File: src/cam_pkg.sv
// constants, token encodings and carrier types for the configuration access message handler
// assumes the interconnect presents one token per cycle with a valid/ready handshake on the core clock
// Behaviour
// - tile endpoint: tile id above fixed code
// - node endpoint: node id above fixed code
// - peripheral endpoint: node id, peripheral id, 02
// - word write: 192, reply id, reg, data, 1
// - word read: 193, reply id, reg, 1
// - write reply: 3,1 success or 4,1 failure
// - word read reply: 3, value, 1 or 4,1
// - peripheral write: 36, id, reg, size, bytes, 1
// - peripheral read 37; reply 3, bytes, 1
// - reply id low byte all ones suppresses the reply to a write; reads are still answered
// - multi-byte fields travel most significant byte first
package cam_pkg;

  // ==========================================================
  // token values
  localparam logic [7:0] CAM_TOK_WRITE = 8'hC0;
  localparam logic [7:0] CAM_TOK_READ = 8'hC1;
  localparam logic [7:0] CAM_TOK_PWRITE = 8'h24;
  localparam logic [7:0] CAM_TOK_PREAD = 8'h25;
  localparam logic [7:0] CAM_TOK_ACK = 8'h03;
  localparam logic [7:0] CAM_TOK_NACK = 8'h04;
  localparam logic [7:0] CAM_TOK_END = 8'h01;

  // ==========================================================
  // endpoint codes and field counts
  localparam logic [15:0] CAM_EP_TILE = 16'hC20C;
  localparam logic [15:0] CAM_EP_NODE = 16'hC30C;
  localparam logic [7:0] CAM_EP_PERIPH = 8'h02;
  localparam logic [7:0] CAM_NO_REPLY = 8'hFF;
  localparam logic [7:0] CAM_RID_LAST = 8'h02;
  localparam logic [7:0] CAM_WORD_LAST = 8'h03;
  localparam logic [7:0] CAM_WORD_BYTES = 8'h04;

  // ==========================================================
  // carriers
  typedef enum logic [1:0] {CAM_TGT_NONE, CAM_TGT_TILE, CAM_TGT_NODE, CAM_TGT_PERIPH} cam_tgt_t;

  typedef struct packed {
    logic ctrl;
    logic [7:0] data;
  } cam_tok_t;

  typedef struct packed {
    cam_tgt_t tgt;
    logic [7:0] periph;
    logic [15:0] regNum;
    logic write;
    logic [31:0] wdata;
  } cam_req_t;

  function automatic cam_tgt_t camDecodeDest(input logic [31:0] dest, input logic [15:0] tileId,
                                             input logic [15:0] nodeId);
    cam_tgt_t t;
    t = CAM_TGT_NONE;
    if (dest == {tileId, CAM_EP_TILE}) begin
      t = CAM_TGT_TILE;
    end else if (dest == {nodeId, CAM_EP_NODE}) begin
      t = CAM_TGT_NODE;
    end else if (dest[31:16] == nodeId && dest[7:0] == CAM_EP_PERIPH) begin
      t = CAM_TGT_PERIPH;
    end
    return t;
  endfunction

endpackage

File: src/cam_handler.sv
// configuration access message handler: parses request messages, runs register accesses, sends replies
// assumes the register back end answers each request with one regAck pulse, and that all ports share clk
`timescale 1ns/1ps
module cam_handler
  import cam_pkg::*;
(
  input wire logic clk,
  input wire logic rst,
  input wire logic [15:0] tileId,
  input wire logic [15:0] nodeId,
  input wire cam_tok_t inTok,
  input wire logic [31:0] inDest,
  input wire logic inValid,
  output logic inReady,
  output cam_tok_t outTok,
  output logic [23:0] outDest,
  output logic outValid,
  input wire logic outReady,
  output cam_req_t regReq,
  output logic regValid,
  input wire logic regAck,
  input wire logic regOk,
  input wire logic [31:0] regRdata
);

  // ==========================================================
  // state and storage
  typedef enum logic [3:0] {
    S_IDLE, S_RID, S_REGN, S_SIZE, S_DATA, S_END, S_SKIP, S_ACC, S_WAIT, S_RHEAD, S_RDATA, S_RTAIL
  } cam_state_t;

  cam_state_t state_r;
  cam_state_t state_nxt;
  cam_tgt_t tgt_r;
  logic isWrite_r;
  logic isPeriph_r;
  logic [7:0] periph_r;
  logic [23:0] rid_r;
  logic [15:0] regNum_r;
  logic [7:0] size_r;
  logic [7:0] cnt_r;
  logic ok_r;
  logic inReady_r;
  cam_tok_t outTok_r;
  logic [23:0] outDest_r;
  logic outValid_r;
  cam_req_t regReq_r;
  logic regValid_r;
  // whole peripheral transfers are buffered so the ack/nack token can lead the reply
  logic [7:0] dataBuf [256];

  // ==========================================================
  // decode
  wire inTake = inValid && inReady_r;
  wire isEnd = inTok.ctrl && (inTok.data == CAM_TOK_END);
  wire cam_tgt_t tgtIn = camDecodeDest(inDest, tileId, nodeId);
  wire cmdWord = (inTok.data == CAM_TOK_WRITE) || (inTok.data == CAM_TOK_READ);
  wire cmdPeriph = (inTok.data == CAM_TOK_PWRITE) || (inTok.data == CAM_TOK_PREAD);
  wire cmdIsWrite = (inTok.data == CAM_TOK_WRITE) || (inTok.data == CAM_TOK_PWRITE);
  wire cmdOk = inTok.ctrl && (((tgtIn == CAM_TGT_TILE || tgtIn == CAM_TGT_NODE) && cmdWord)
               || (tgtIn == CAM_TGT_PERIPH && cmdPeriph));
  wire lastRid = (cnt_r == CAM_RID_LAST);
  wire lastRegn = isPeriph_r ? (cnt_r == 8'h00) : (cnt_r == 8'h01);
  wire [7:0] accCount = isPeriph_r ? size_r : 8'h01;
  wire [7:0] outCount = isPeriph_r ? size_r : CAM_WORD_BYTES;
  wire lastData = isPeriph_r ? (cnt_r == size_r - 8'h01) : (cnt_r == CAM_WORD_LAST);
  wire lastAcc = (cnt_r == accCount - 8'h01);
  wire lastOut = (cnt_r == outCount - 8'h01);
  wire noReply = isWrite_r && (rid_r[7:0] == CAM_NO_REPLY);
  wire cam_state_t replyState = noReply ? S_IDLE : S_RHEAD;
  wire outFree = !outValid_r || outReady;
  wire inReply = (state_r == S_RHEAD) || (state_r == S_RDATA) || (state_r == S_RTAIL);
  wire outLoad = outFree && inReply;
  wire parseNext = (state_nxt == S_IDLE) || (state_nxt == S_RID) || (state_nxt == S_REGN)
                   || (state_nxt == S_SIZE) || (state_nxt == S_DATA) || (state_nxt == S_END)
                   || (state_nxt == S_SKIP);
  wire [31:0] wordBuf = {dataBuf[0], dataBuf[1], dataBuf[2], dataBuf[3]};
  wire [7:0] headTok = ok_r ? CAM_TOK_ACK : CAM_TOK_NACK;
  // a truncated header ends the message with no reply: the reply end may not be known yet
  wire cam_state_t abortState = isEnd ? S_IDLE : S_SKIP;

  // ==========================================================
  // next state
  always_comb begin
    state_nxt = state_r;
    case (state_r)
      S_IDLE: begin
        if (inTake && cmdOk) begin
          state_nxt = S_RID;
        end else if (inTake && inTok.ctrl && !isEnd) begin
          state_nxt = S_SKIP;
        end
      end
      S_RID: begin
        if (inTake && inTok.ctrl) begin
          state_nxt = abortState;
        end else if (inTake && lastRid) begin
          state_nxt = S_REGN;
        end
      end
      S_REGN: begin
        if (inTake && inTok.ctrl) begin
          state_nxt = abortState;
        end else if (inTake && lastRegn) begin
          state_nxt = isPeriph_r ? S_SIZE : (isWrite_r ? S_DATA : S_END);
        end
      end
      S_SIZE: begin
        if (inTake && inTok.ctrl) begin
          state_nxt = abortState;
        end else if (inTake) begin
          state_nxt = (isWrite_r && inTok.data != 8'h00) ? S_DATA : S_END;
        end
      end
      S_DATA: begin
        if (inTake && inTok.ctrl) begin
          state_nxt = abortState;
        end else if (inTake && lastData) begin
          state_nxt = S_END;
        end
      end
      S_END: begin
        if (inTake && isEnd) begin
          state_nxt = (accCount == 8'h00) ? replyState : S_ACC;
        end else if (inTake) begin
          state_nxt = S_SKIP;
        end
      end
      S_SKIP: begin
        if (inTake && isEnd) begin
          state_nxt = S_IDLE;
        end
      end
      S_ACC: begin
        state_nxt = S_WAIT;
      end
      S_WAIT: begin
        if (regAck && (!regOk || lastAcc)) begin
          state_nxt = replyState;
        end else if (regAck) begin
          state_nxt = S_ACC;
        end
      end
      S_RHEAD: begin
        if (outFree) begin
          state_nxt = (ok_r && !isWrite_r && outCount != 8'h00) ? S_RDATA : S_RTAIL;
        end
      end
      S_RDATA: begin
        if (outFree && lastOut) begin
          state_nxt = S_RTAIL;
        end
      end
      S_RTAIL: begin
        if (outFree) begin
          state_nxt = S_IDLE;
        end
      end
      default: begin
        state_nxt = S_IDLE;
      end
    endcase
  end

  // ==========================================================
  // message fields
  always_ff @(posedge clk or posedge rst) begin
    if (rst) begin
      state_r <= S_IDLE;
      inReady_r <= 1'b0;
      tgt_r <= CAM_TGT_NONE;
      isWrite_r <= 1'b0;
      isPeriph_r <= 1'b0;
      periph_r <= 8'h00;
      rid_r <= 24'h000000;
      regNum_r <= 16'h0000;
      size_r <= 8'h00;
      ok_r <= 1'b1;
    end else begin
      state_r <= state_nxt;
      inReady_r <= parseNext;
      if (state_r == S_IDLE && inTake && cmdOk) begin
        tgt_r <= tgtIn;
        isWrite_r <= cmdIsWrite;
        isPeriph_r <= cmdPeriph;
        periph_r <= inDest[15:8];
        regNum_r <= 16'h0000;
        size_r <= 8'h00;
        ok_r <= 1'b1;
      end
      if (inTake && !inTok.ctrl && state_r == S_RID) begin
        rid_r <= {rid_r[15:0], inTok.data};
      end
      if (inTake && !inTok.ctrl && state_r == S_REGN) begin
        regNum_r <= {regNum_r[7:0], inTok.data};
      end
      if (inTake && !inTok.ctrl && state_r == S_SIZE) begin
        size_r <= inTok.data;
      end
      if (state_r == S_WAIT && regAck) begin
        ok_r <= ok_r && regOk;
      end
    end
  end

  // ==========================================================
  // byte counter: header, data, access and reply positions
  always_ff @(posedge clk or posedge rst) begin
    if (rst) begin
      cnt_r <= 8'h00;
    end else if (state_nxt != state_r && state_r != S_WAIT && state_r != S_ACC) begin
      cnt_r <= 8'h00;
    end else if (state_r == S_WAIT && regAck) begin
      cnt_r <= lastAcc || !regOk ? 8'h00 : cnt_r + 8'h01;
    end else if ((inTake && !inTok.ctrl && state_r != S_IDLE) || (outLoad && state_r == S_RDATA)) begin
      cnt_r <= cnt_r + 8'h01;
    end
  end

  // ==========================================================
  // data buffer, no reset needed: every byte is written before it reaches a reply token or a write access
  always_ff @(posedge clk) begin
    if (inTake && !inTok.ctrl && state_r == S_DATA) begin
      dataBuf[cnt_r] <= inTok.data;
    end
    if (state_r == S_WAIT && regAck && regOk && !isWrite_r) begin
      if (isPeriph_r) begin
        dataBuf[cnt_r] <= regRdata[7:0];
      end else begin
        dataBuf[0] <= regRdata[31:24];
        dataBuf[1] <= regRdata[23:16];
        dataBuf[2] <= regRdata[15:8];
        dataBuf[3] <= regRdata[7:0];
      end
    end
  end

  // ==========================================================
  // register back end request, one pulse per access
  always_ff @(posedge clk or posedge rst) begin
    if (rst) begin
      regValid_r <= 1'b0;
      regReq_r <= '0;
    end else begin
      regValid_r <= (state_r == S_ACC);
      if (state_r == S_ACC) begin
        regReq_r.tgt <= tgt_r;
        regReq_r.periph <= periph_r;
        regReq_r.regNum <= isPeriph_r ? regNum_r + {8'h00, cnt_r} : regNum_r;
        regReq_r.write <= isWrite_r;
        regReq_r.wdata <= isPeriph_r ? {24'h000000, dataBuf[cnt_r]} : wordBuf;
      end
    end
  end

  // ==========================================================
  // reply tokens
  always_ff @(posedge clk or posedge rst) begin
    if (rst) begin
      outValid_r <= 1'b0;
      outTok_r <= '0;
      outDest_r <= 24'h000000;
    end else begin
      if (outLoad) begin
        outValid_r <= 1'b1;
        outDest_r <= rid_r;
      end else if (outReady) begin
        outValid_r <= 1'b0;
      end
      if (outLoad && state_r == S_RHEAD) begin
        outTok_r <= '{ctrl: 1'b1, data: headTok};
      end else if (outLoad && state_r == S_RDATA) begin
        outTok_r <= '{ctrl: 1'b0, data: dataBuf[cnt_r]};
      end else if (outLoad) begin
        outTok_r <= '{ctrl: 1'b1, data: CAM_TOK_END};
      end
    end
  end

  assign inReady = inReady_r;
  assign outTok = outTok_r;
  assign outDest = outDest_r;
  assign outValid = outValid_r;
  assign regReq = regReq_r;
  assign regValid = regValid_r;

endmodule

File: config.mk
export PLATFORM = sky130hd
export DESIGN_NAME = cam_handler
export DESIGN_NICKNAME = d
export VERILOG_FILES = /design/src/cam_pkg.sv /design/src/cam_handler.sv
export SDC_FILE = /design/constraint.sdc
export NUM_CORES = 2
export LEC_CHECK = 0
export BUFFER_PORTS_ARGS = -buffer_cell sky130_fd_sc_hd__buf_2
export CAP_MARGIN = 20
export CORE_MARGIN = 8
export CORE_UTILIZATION = 55
export DETAILED_ROUTE_END_ITERATION = 8
export GPL_TIMING_DRIVEN = 0
export PLACE_DENSITY = 0.71
export SETUP_SLACK_MARGIN = 0.4
export SKIP_LAST_GASP = 1
export SLEW_MARGIN = 40
export SYNTH_ARGS = -nofsm -noshare
export SYNTH_HDL_FRONTEND = slang
export SYNTH_SLANG_ARGS = --single-unit
File: constraint.sdc
create_clock -name clk -period 6.6 [get_ports clk]
set_input_delay 0.99 -clock clk [delete_from_list [all_inputs] [get_ports clk]]
set_output_delay 0.99 -clock clk [all_outputs]
set_load 0.05 [all_outputs]
Word-level counts from Yosys, hierarchy flattened. Memories as Yosys holds them, arrays and structs flattened. Index checks and enable logic that the tools add are counted.

Add/sub/neg operators: 5. Mux-type cells: 63. Bitwise operators: 1. Equality and inequality tests: 39. Reduce and logical (&&, ||, !) cells: 71.

Operators by type and width (number): 8-bit 2-to-1 mux (11); 4-bit 2-to-1 mux (20); 32-bit == test (2); 16-bit 2-to-1 mux (3); 4-bit one-hot mux with 12 select lines (1); 1-bit logical AND (36); 32-bit 2-to-1 mux (1); 4-bit by 3-bit == test with 1-bit output, second input constant (7); 9-bit 2-to-1 mux (3); 8-bit by 2-bit == test with 1-bit output, second input constant (3); 8-bit == test (3); 8-bit == test, second input constant (3); 8-bit by 1-bit subtractor with 8-bit output, second input constant (3); 1-bit 2-to-1 mux (18); 16-bit by 8-bit adder with 16-bit output (1); 16-bit == test (1); 4-bit by 2-bit == test with 1-bit output, second input constant (4); 4-bit == test, second input constant (4); 8-bit by 1-bit == test with 1-bit output, second input constant (2); 8-bit by 6-bit == test with 1-bit output, second input constant (2); 8-bit zero test (2); 1-bit logical OR (16); 8-bit nonzero test (2); 3-bit 2-to-1 mux (3); other kinds (15) (28).

Memories: 1. Word-level logic and storage cells: 201. RAM bits: 2048. Output and inout port bits: 95. Input bits: 111. Register bits: 168.

Memory list: dataBuf (words 256, bits a word 8, rd ports 5, clocked after memory_dff 0, write ports 4, line cam_handler.sv:50) `logic [7:0] dataBuf [256];`.

Longest topological paths before layout.
Word-level depth: 20. Gate-level depth with buffers: 16. Depth with buffers taken out: 15.

Worst setup path after synthesis. No wires, ideal clock.

Path type: input to register. Start point: input inDest[4]. End point: register cnt_r[2]. Path slack: 2374 ps. Required time: 6499 ps. Arrival time: 4125 ps. Setup time: 101 ps. Stages on the path: 15. Cells stage by stage: or4_1 > nor2_1 > nand4b_1 > nor4_1 > nand2_1 > a21boi_0 > ha_1 > a22oi_1 > nor3_1 > nor4_1 > nand3_1 > nor3b_1 > nor4b_2 > o211ai_2 > nor4_1.

Cells in the longest elaborated chain, start to end: 17. Elaborated cells between the ends (all ways): 23.

RTL lines: start: declaration (line cam_handler.sv:12) `input wire logic [31:0] inDest,`; 8-bit by 2-bit == test with 1-bit output (line cam_pkg.sv:62) `end else if (dest[31:16] == nodeId && dest[7:0] == CAM_EP_PERIPH) begin`; 1-bit logical AND (line cam_pkg.sv:62); 2-bit 2-to-1 mux (line cam_pkg.sv:62); 2-bit 2-to-1 mux (line cam_pkg.sv:60) `end else if (dest == {nodeId, CAM_EP_NODE}) begin`; 2-bit 2-to-1 mux * (line cam_pkg.sv:58) `if (dest == {tileId, CAM_EP_TILE}) begin`; net tgtIn[1] (line cam_handler.sv:56) `wire cam_tgt_t tgtIn = camDecodeDest(inDest, tileId, nodeId);`; 2-bit by 1-bit == test with 1-bit output / 2-bit == test (equally long branches) (line cam_handler.sv:60) `wire cmdOk = inTok.ctrl && (((tgtIn == CAM_TGT_TILE || tgtIn == CAM_TGT_NODE) && cmdWord)`; 1-bit logical OR (line cam_handler.sv:60); 1-bit logical AND (line cam_handler.sv:60); 1-bit logical OR * (line cam_handler.sv:61) `|| (tgtIn == CAM_TGT_PERIPH && cmdPeriph));`; 1-bit logical AND * (line cam_handler.sv:60); 1-bit logical AND * (line cam_handler.sv:88) `if (inTake && cmdOk) begin`; 4-bit 2-to-1 mux * (line cam_handler.sv:88); 4-bit one-hot mux with 12 select lines * (line cam_handler.sv:86) `case (state_r)`; 4-bit inequality test * (line cam_handler.sv:211) `end else if (state_nxt != state_r && state_r != S_WAIT && state_r != S_ACC) begin`; 1-bit logical AND * (2 in a row) (line cam_handler.sv:211); 3-bit nonzero test (no line) / 8-bit 2-to-1 mux (equally long branches); end signal: assignment (line cam_handler.sv:214) `cnt_r <= lastAcc || !regOk ? 8'h00 : cnt_r + 8'h01;`; end signal: assignment (line cam_handler.sv:216) `cnt_r <= cnt_r + 8'h01;`; end: declaration (line cam_handler.sv:41) `logic [7:0] cnt_r;`.

The timed path passes the listed nets; every way through them passes the cells marked *. A chain may end at the register's enable or synchronous reset.

Worst setup path after layout.
Start point: register cnt_r[1]. End point: register regReq_r (netlist bit regReq[2]).

Cells in the longest elaborated chain, start to end: 2.

RTL lines: memory read 256 x 8 bit; 32-bit 2-to-1 mux (line cam_handler.sv:251) `regReq_r.wdata <= isPeriph_r ? {24'h000000, dataBuf[cnt_r]} : wordBuf;`; end: declaration (line cam_handler.sv:47) `cam_req_t regReq_r;`.

No other way between the ends.

==> summary.md <==
| Metric | Value |
|---|---|
| Top cell type's share of synthesized area | `0.6978` |
| Clk pwr share | `0.347` |
| Crit-path leading delay family | `buffers and inverters` |
| CTS tree | `built` |
| Residual DRC count | `0` |
| FP Rows | `147` |
| Worst R2R Start | `cnt_r[1]` |
| Die width | `416.3 microns` |
| Post-DP Area | `0.09458 sq mm` |
| Vias | `50626` |
| WS Path Type | `reg2reg` |
| Number of global-route vias before repair | `48778` |
| Min-Delay Path Class | `in2async` |
| Crit Path Max Fanout | `10` |
| DP Wirelength | `207.2 mm` |
| Fraction of layout cells with a size suffix above 1 | `0.3267` |
| Number of buffers and inverters on the critical path | `6` |
| CP Capture Type | `register` |
| Cells after Synth | `4398` |
| PwrDens | `347.4 mW/mm^2` |
| Internal power | `0.02514 W` |
| Min Hold Slack | `56.91 ps` |
| Area delta synth->final | `15.37%` |
| Logic pwr share | `0.206` |
| Synth cell count leaders | `edfxtp_1 (2048), mux4_2 (640), nand2_1 (348)` |
| Drt first pass iters | `6` |
| Sw Ratio | `0.2883` |
| Main synth FF type | `edfxtp_1` |
| Cell area after synthesis | `0.08814 sq mm` |
| Worst reg2reg path endpoint | `regReq[2]` |
| CP most frequent cell | `buf_2` |
| Worst setup SP type | `register` |
| Design Area, Final | `0.1017 sq mm` |
| Die Ht | `416.3 microns` |
| Worst Path Required | `7360 ps` |
| R2r setup slk | `260 ps` |
| Pin count of the biggest net entering global routing | `102` |
| Fmax | `157.8 MHz` |
| Final core occ | `0.6362` |
| Post-DRT Antenna Nets | `0` |
| Sw Pwr | `0.01018 W` |
| Port Buf Inserts | `205` |
| CP arrival | `7090 ps` |
| Drt total wl | `306.5 mm` |
| Clk slew on worst S/H paths | `60 ps` |
| CP max stage cell | `nor3_2` |
| Clock buffer depth | `3` |
| Routability Congestion | `1.003` |
| R2r worst-path depth | `13` |
| Post-synth EDFFs | `2048` |
| Nets | `5026` |
| CTS Sinks | `2216` |
| Clock buffer count from CTS | `212` |
| Ranking of synthesized cells by area | `edfxtp_1 (70%), mux4_2 (16%), dfrtp_1 (4.7%)` |
| Root buffer cell | `clkbuf_16` |
| Grt ovf | `0` |
| Share of power burned in registers | `0.446` |
| Post-layout min period | `6336 ps` |
| Distinct cell type count after synthesis | `75` |
| Vias per cell | `7.044` |
| Core Area | `0.1598 sq mm` |
| Period utilization | `0.9600` |
| Syn Nets | `4526` |
| Final-report setup violation count | `0` |
| Clock latency on the worst-skew pair | `860 ps` |
| Io pins | `206` |
| Initial Util | `0.5514` |
| Full die area | `0.1733 sq mm` |
| Worst-margin pin slew | `1022 ps` |
| First-pass GRT wire length | `410.4 mm` |
| Post-synth top area cell | `edfxtp_1` |
| 1st-iter DRT viols | `8444` |
| Pwr Total | `0.03532 W` |
| Outcome | `finished, final reports clean` |
| Most common cell in the netlist | `edfxtp_1` |
| CP peak stage delay | `720 ps` |
| Unrepaired setup endpoints after global routing | `no` |
| Initial antenna violation count | `12` |
| Flop and latch count out of synthesis | `2216` |
| Overall routing resource usage | `0.3494` |
| YS warnings | `0` |
| Synth Area per Inst | `20.04 sq um` |
| Avg WL per Cell | `42.65 microns` |
| Ys async rst share | `0.07581` |
| Leak | `32.77 nW` |
| Max_cap viols | `0` |
| Register area share after synthesis | `0.7455` |
| Max Slew Vio Count | `0` |
| Final Hold Viols | `0` |
| Worst slew margin | `0.3171` |
| Worst VDD drop | `0.3067 mV` |
| Final Skew | `39.85 ps` |
| H-Tree Depth | `4` |
| Critical path cell sequence | `buf_2 -> buf_2 -> buf_2 -> buf_2 -> buf_2 -> buf_16 -> mux4_2 -> mux4_2 -> a21oi_1 -> nand3_1 -> nor3_2 -> a21oi_1 -> a21o_1` |
[per-stage QoR]
stage / cells / TNS (ps) / setup WS (ps)
global placement: 6689 / -1581880 / -1883
finish: 7187 / 0 / 264.3
detailed placement: 6769 / 0 / 570.5
global route: 7161 / 0 / 474.2
CTS: 7160 / 0 / 585.9
floorplan: 4398 / 0 / 1065
[metal layers]
metal,share of wire,vias to the layer above,wire length (microns),track usage
li1,-,18934,-,-
met1,0.33,26298,99790,0.4366
met2,0.44,4417,136200,0.5144
met3,0.15,975,46020,0.1321
met4,0.080,2,24560,0.2283
met5,0.000036,-,11,0
[power groups by stage]
stage,Clock (W),Sequential (W),Combinational (W)
6_report,0.0123,0.0158,0.00728
5_1_grt,0.0127,0.0158,0.00736
4_1_cts,0.0122,0.0158,0.00711
3_5_place_dp,0,0.0161,0.00707
3_3_place_gp,0,0.0161,0.00689
2_1_floorplan,0,0.0164,0.00383
[worst max-delay path by stage]
stage,from,to,cells past startpoint
floorplan,rst,cnt_r[0],1
global placement,cnt_r[1],dataBuf[201][0],11
detailed placement,cnt_r[1],regReq[2],13
CTS,cnt_r[1],regReq[2],13
global route,cnt_r[1],regReq[2],13
finish,cnt_r[1],regReq[2],13
[flip-flops by register name, indices dropped and copies added (netlist names)]
name,cells
dataBuf,2048
regReq,59
outDest,24
rid_r,24
regNum_r,16
outTok,9
cnt_r,8
periph_r,8
size_r,8
state_r,4
tgt_r,2
inReady,1
isPeriph_r,1
isWrite_r,1
ok_r,1
outValid,1
regValid,1
[worst register-to-register path: cells and delay by family, from the launching register on]
kind                   cells  cell delay [ps]
buffers and inverters      6             3060
AND/OR/NAND/NOR            2             1000
AO/OA/AOI/OAI              3              920
multiplexers               2              810
flip-flops                 1              430
[cells by family after synthesis]
family,Yosys count,synth area share
muxes,681,0.1687
adders and majority gates,17,0.002499
xor gates and xnor gates,70,0.006956
buffers and inverters,279,0.01420
AOI/OAI and AO/OA,261,0.01914
and+or+nand+nor,874,0.04306
DFF,2216,0.7455
[timing repair]
action                                  CTS  global route
buffers inserted                          0             0
resized for setup                         0             1
endpoints found under the setup margin    0             7
hold buffers                              0             0
[layout make-up]
class	instances	area [sq um]
flip-flops and latches	2216	65700
fillers	10578	58150
multi-input cells	1903	21910
clock buffers	275	5689
repair buffers	286	3083
well taps	2086	2610
plain buffers	252	1309
clock inverters	116	1206
inverters	27	108.9
diodes	26	65.06
[cell usage in the layout, fill, tap and decap left out, types with 29 or more instances in the layout]
| master | n |
|---|---|
| nor2_1 | 90 |
| clkbuf_1 | 128 |
| clkinv_1 | 46 |
| buf_4 | 40 |
| edfxtp_1 | 2048 |
| xnor2_1 | 56 |
| o21ai_0 | 86 |
| buf_16 | 66 |
| nor2b_1 | 29 |
| nand3_1 | 76 |
| o21a_1 | 36 |
| clkbuf_2 | 47 |
| dfrtp_1 | 167 |
| a21oi_1 | 42 |
| clkbuf_16 | 215 |
| nand2_1 | 334 |
| clkinv_2 | 30 |
| mux4_2 | 640 |
| nor2_2 | 200 |
| buf_2 | 271 |
No activity file was read; power rests on OpenSTA's default activity.
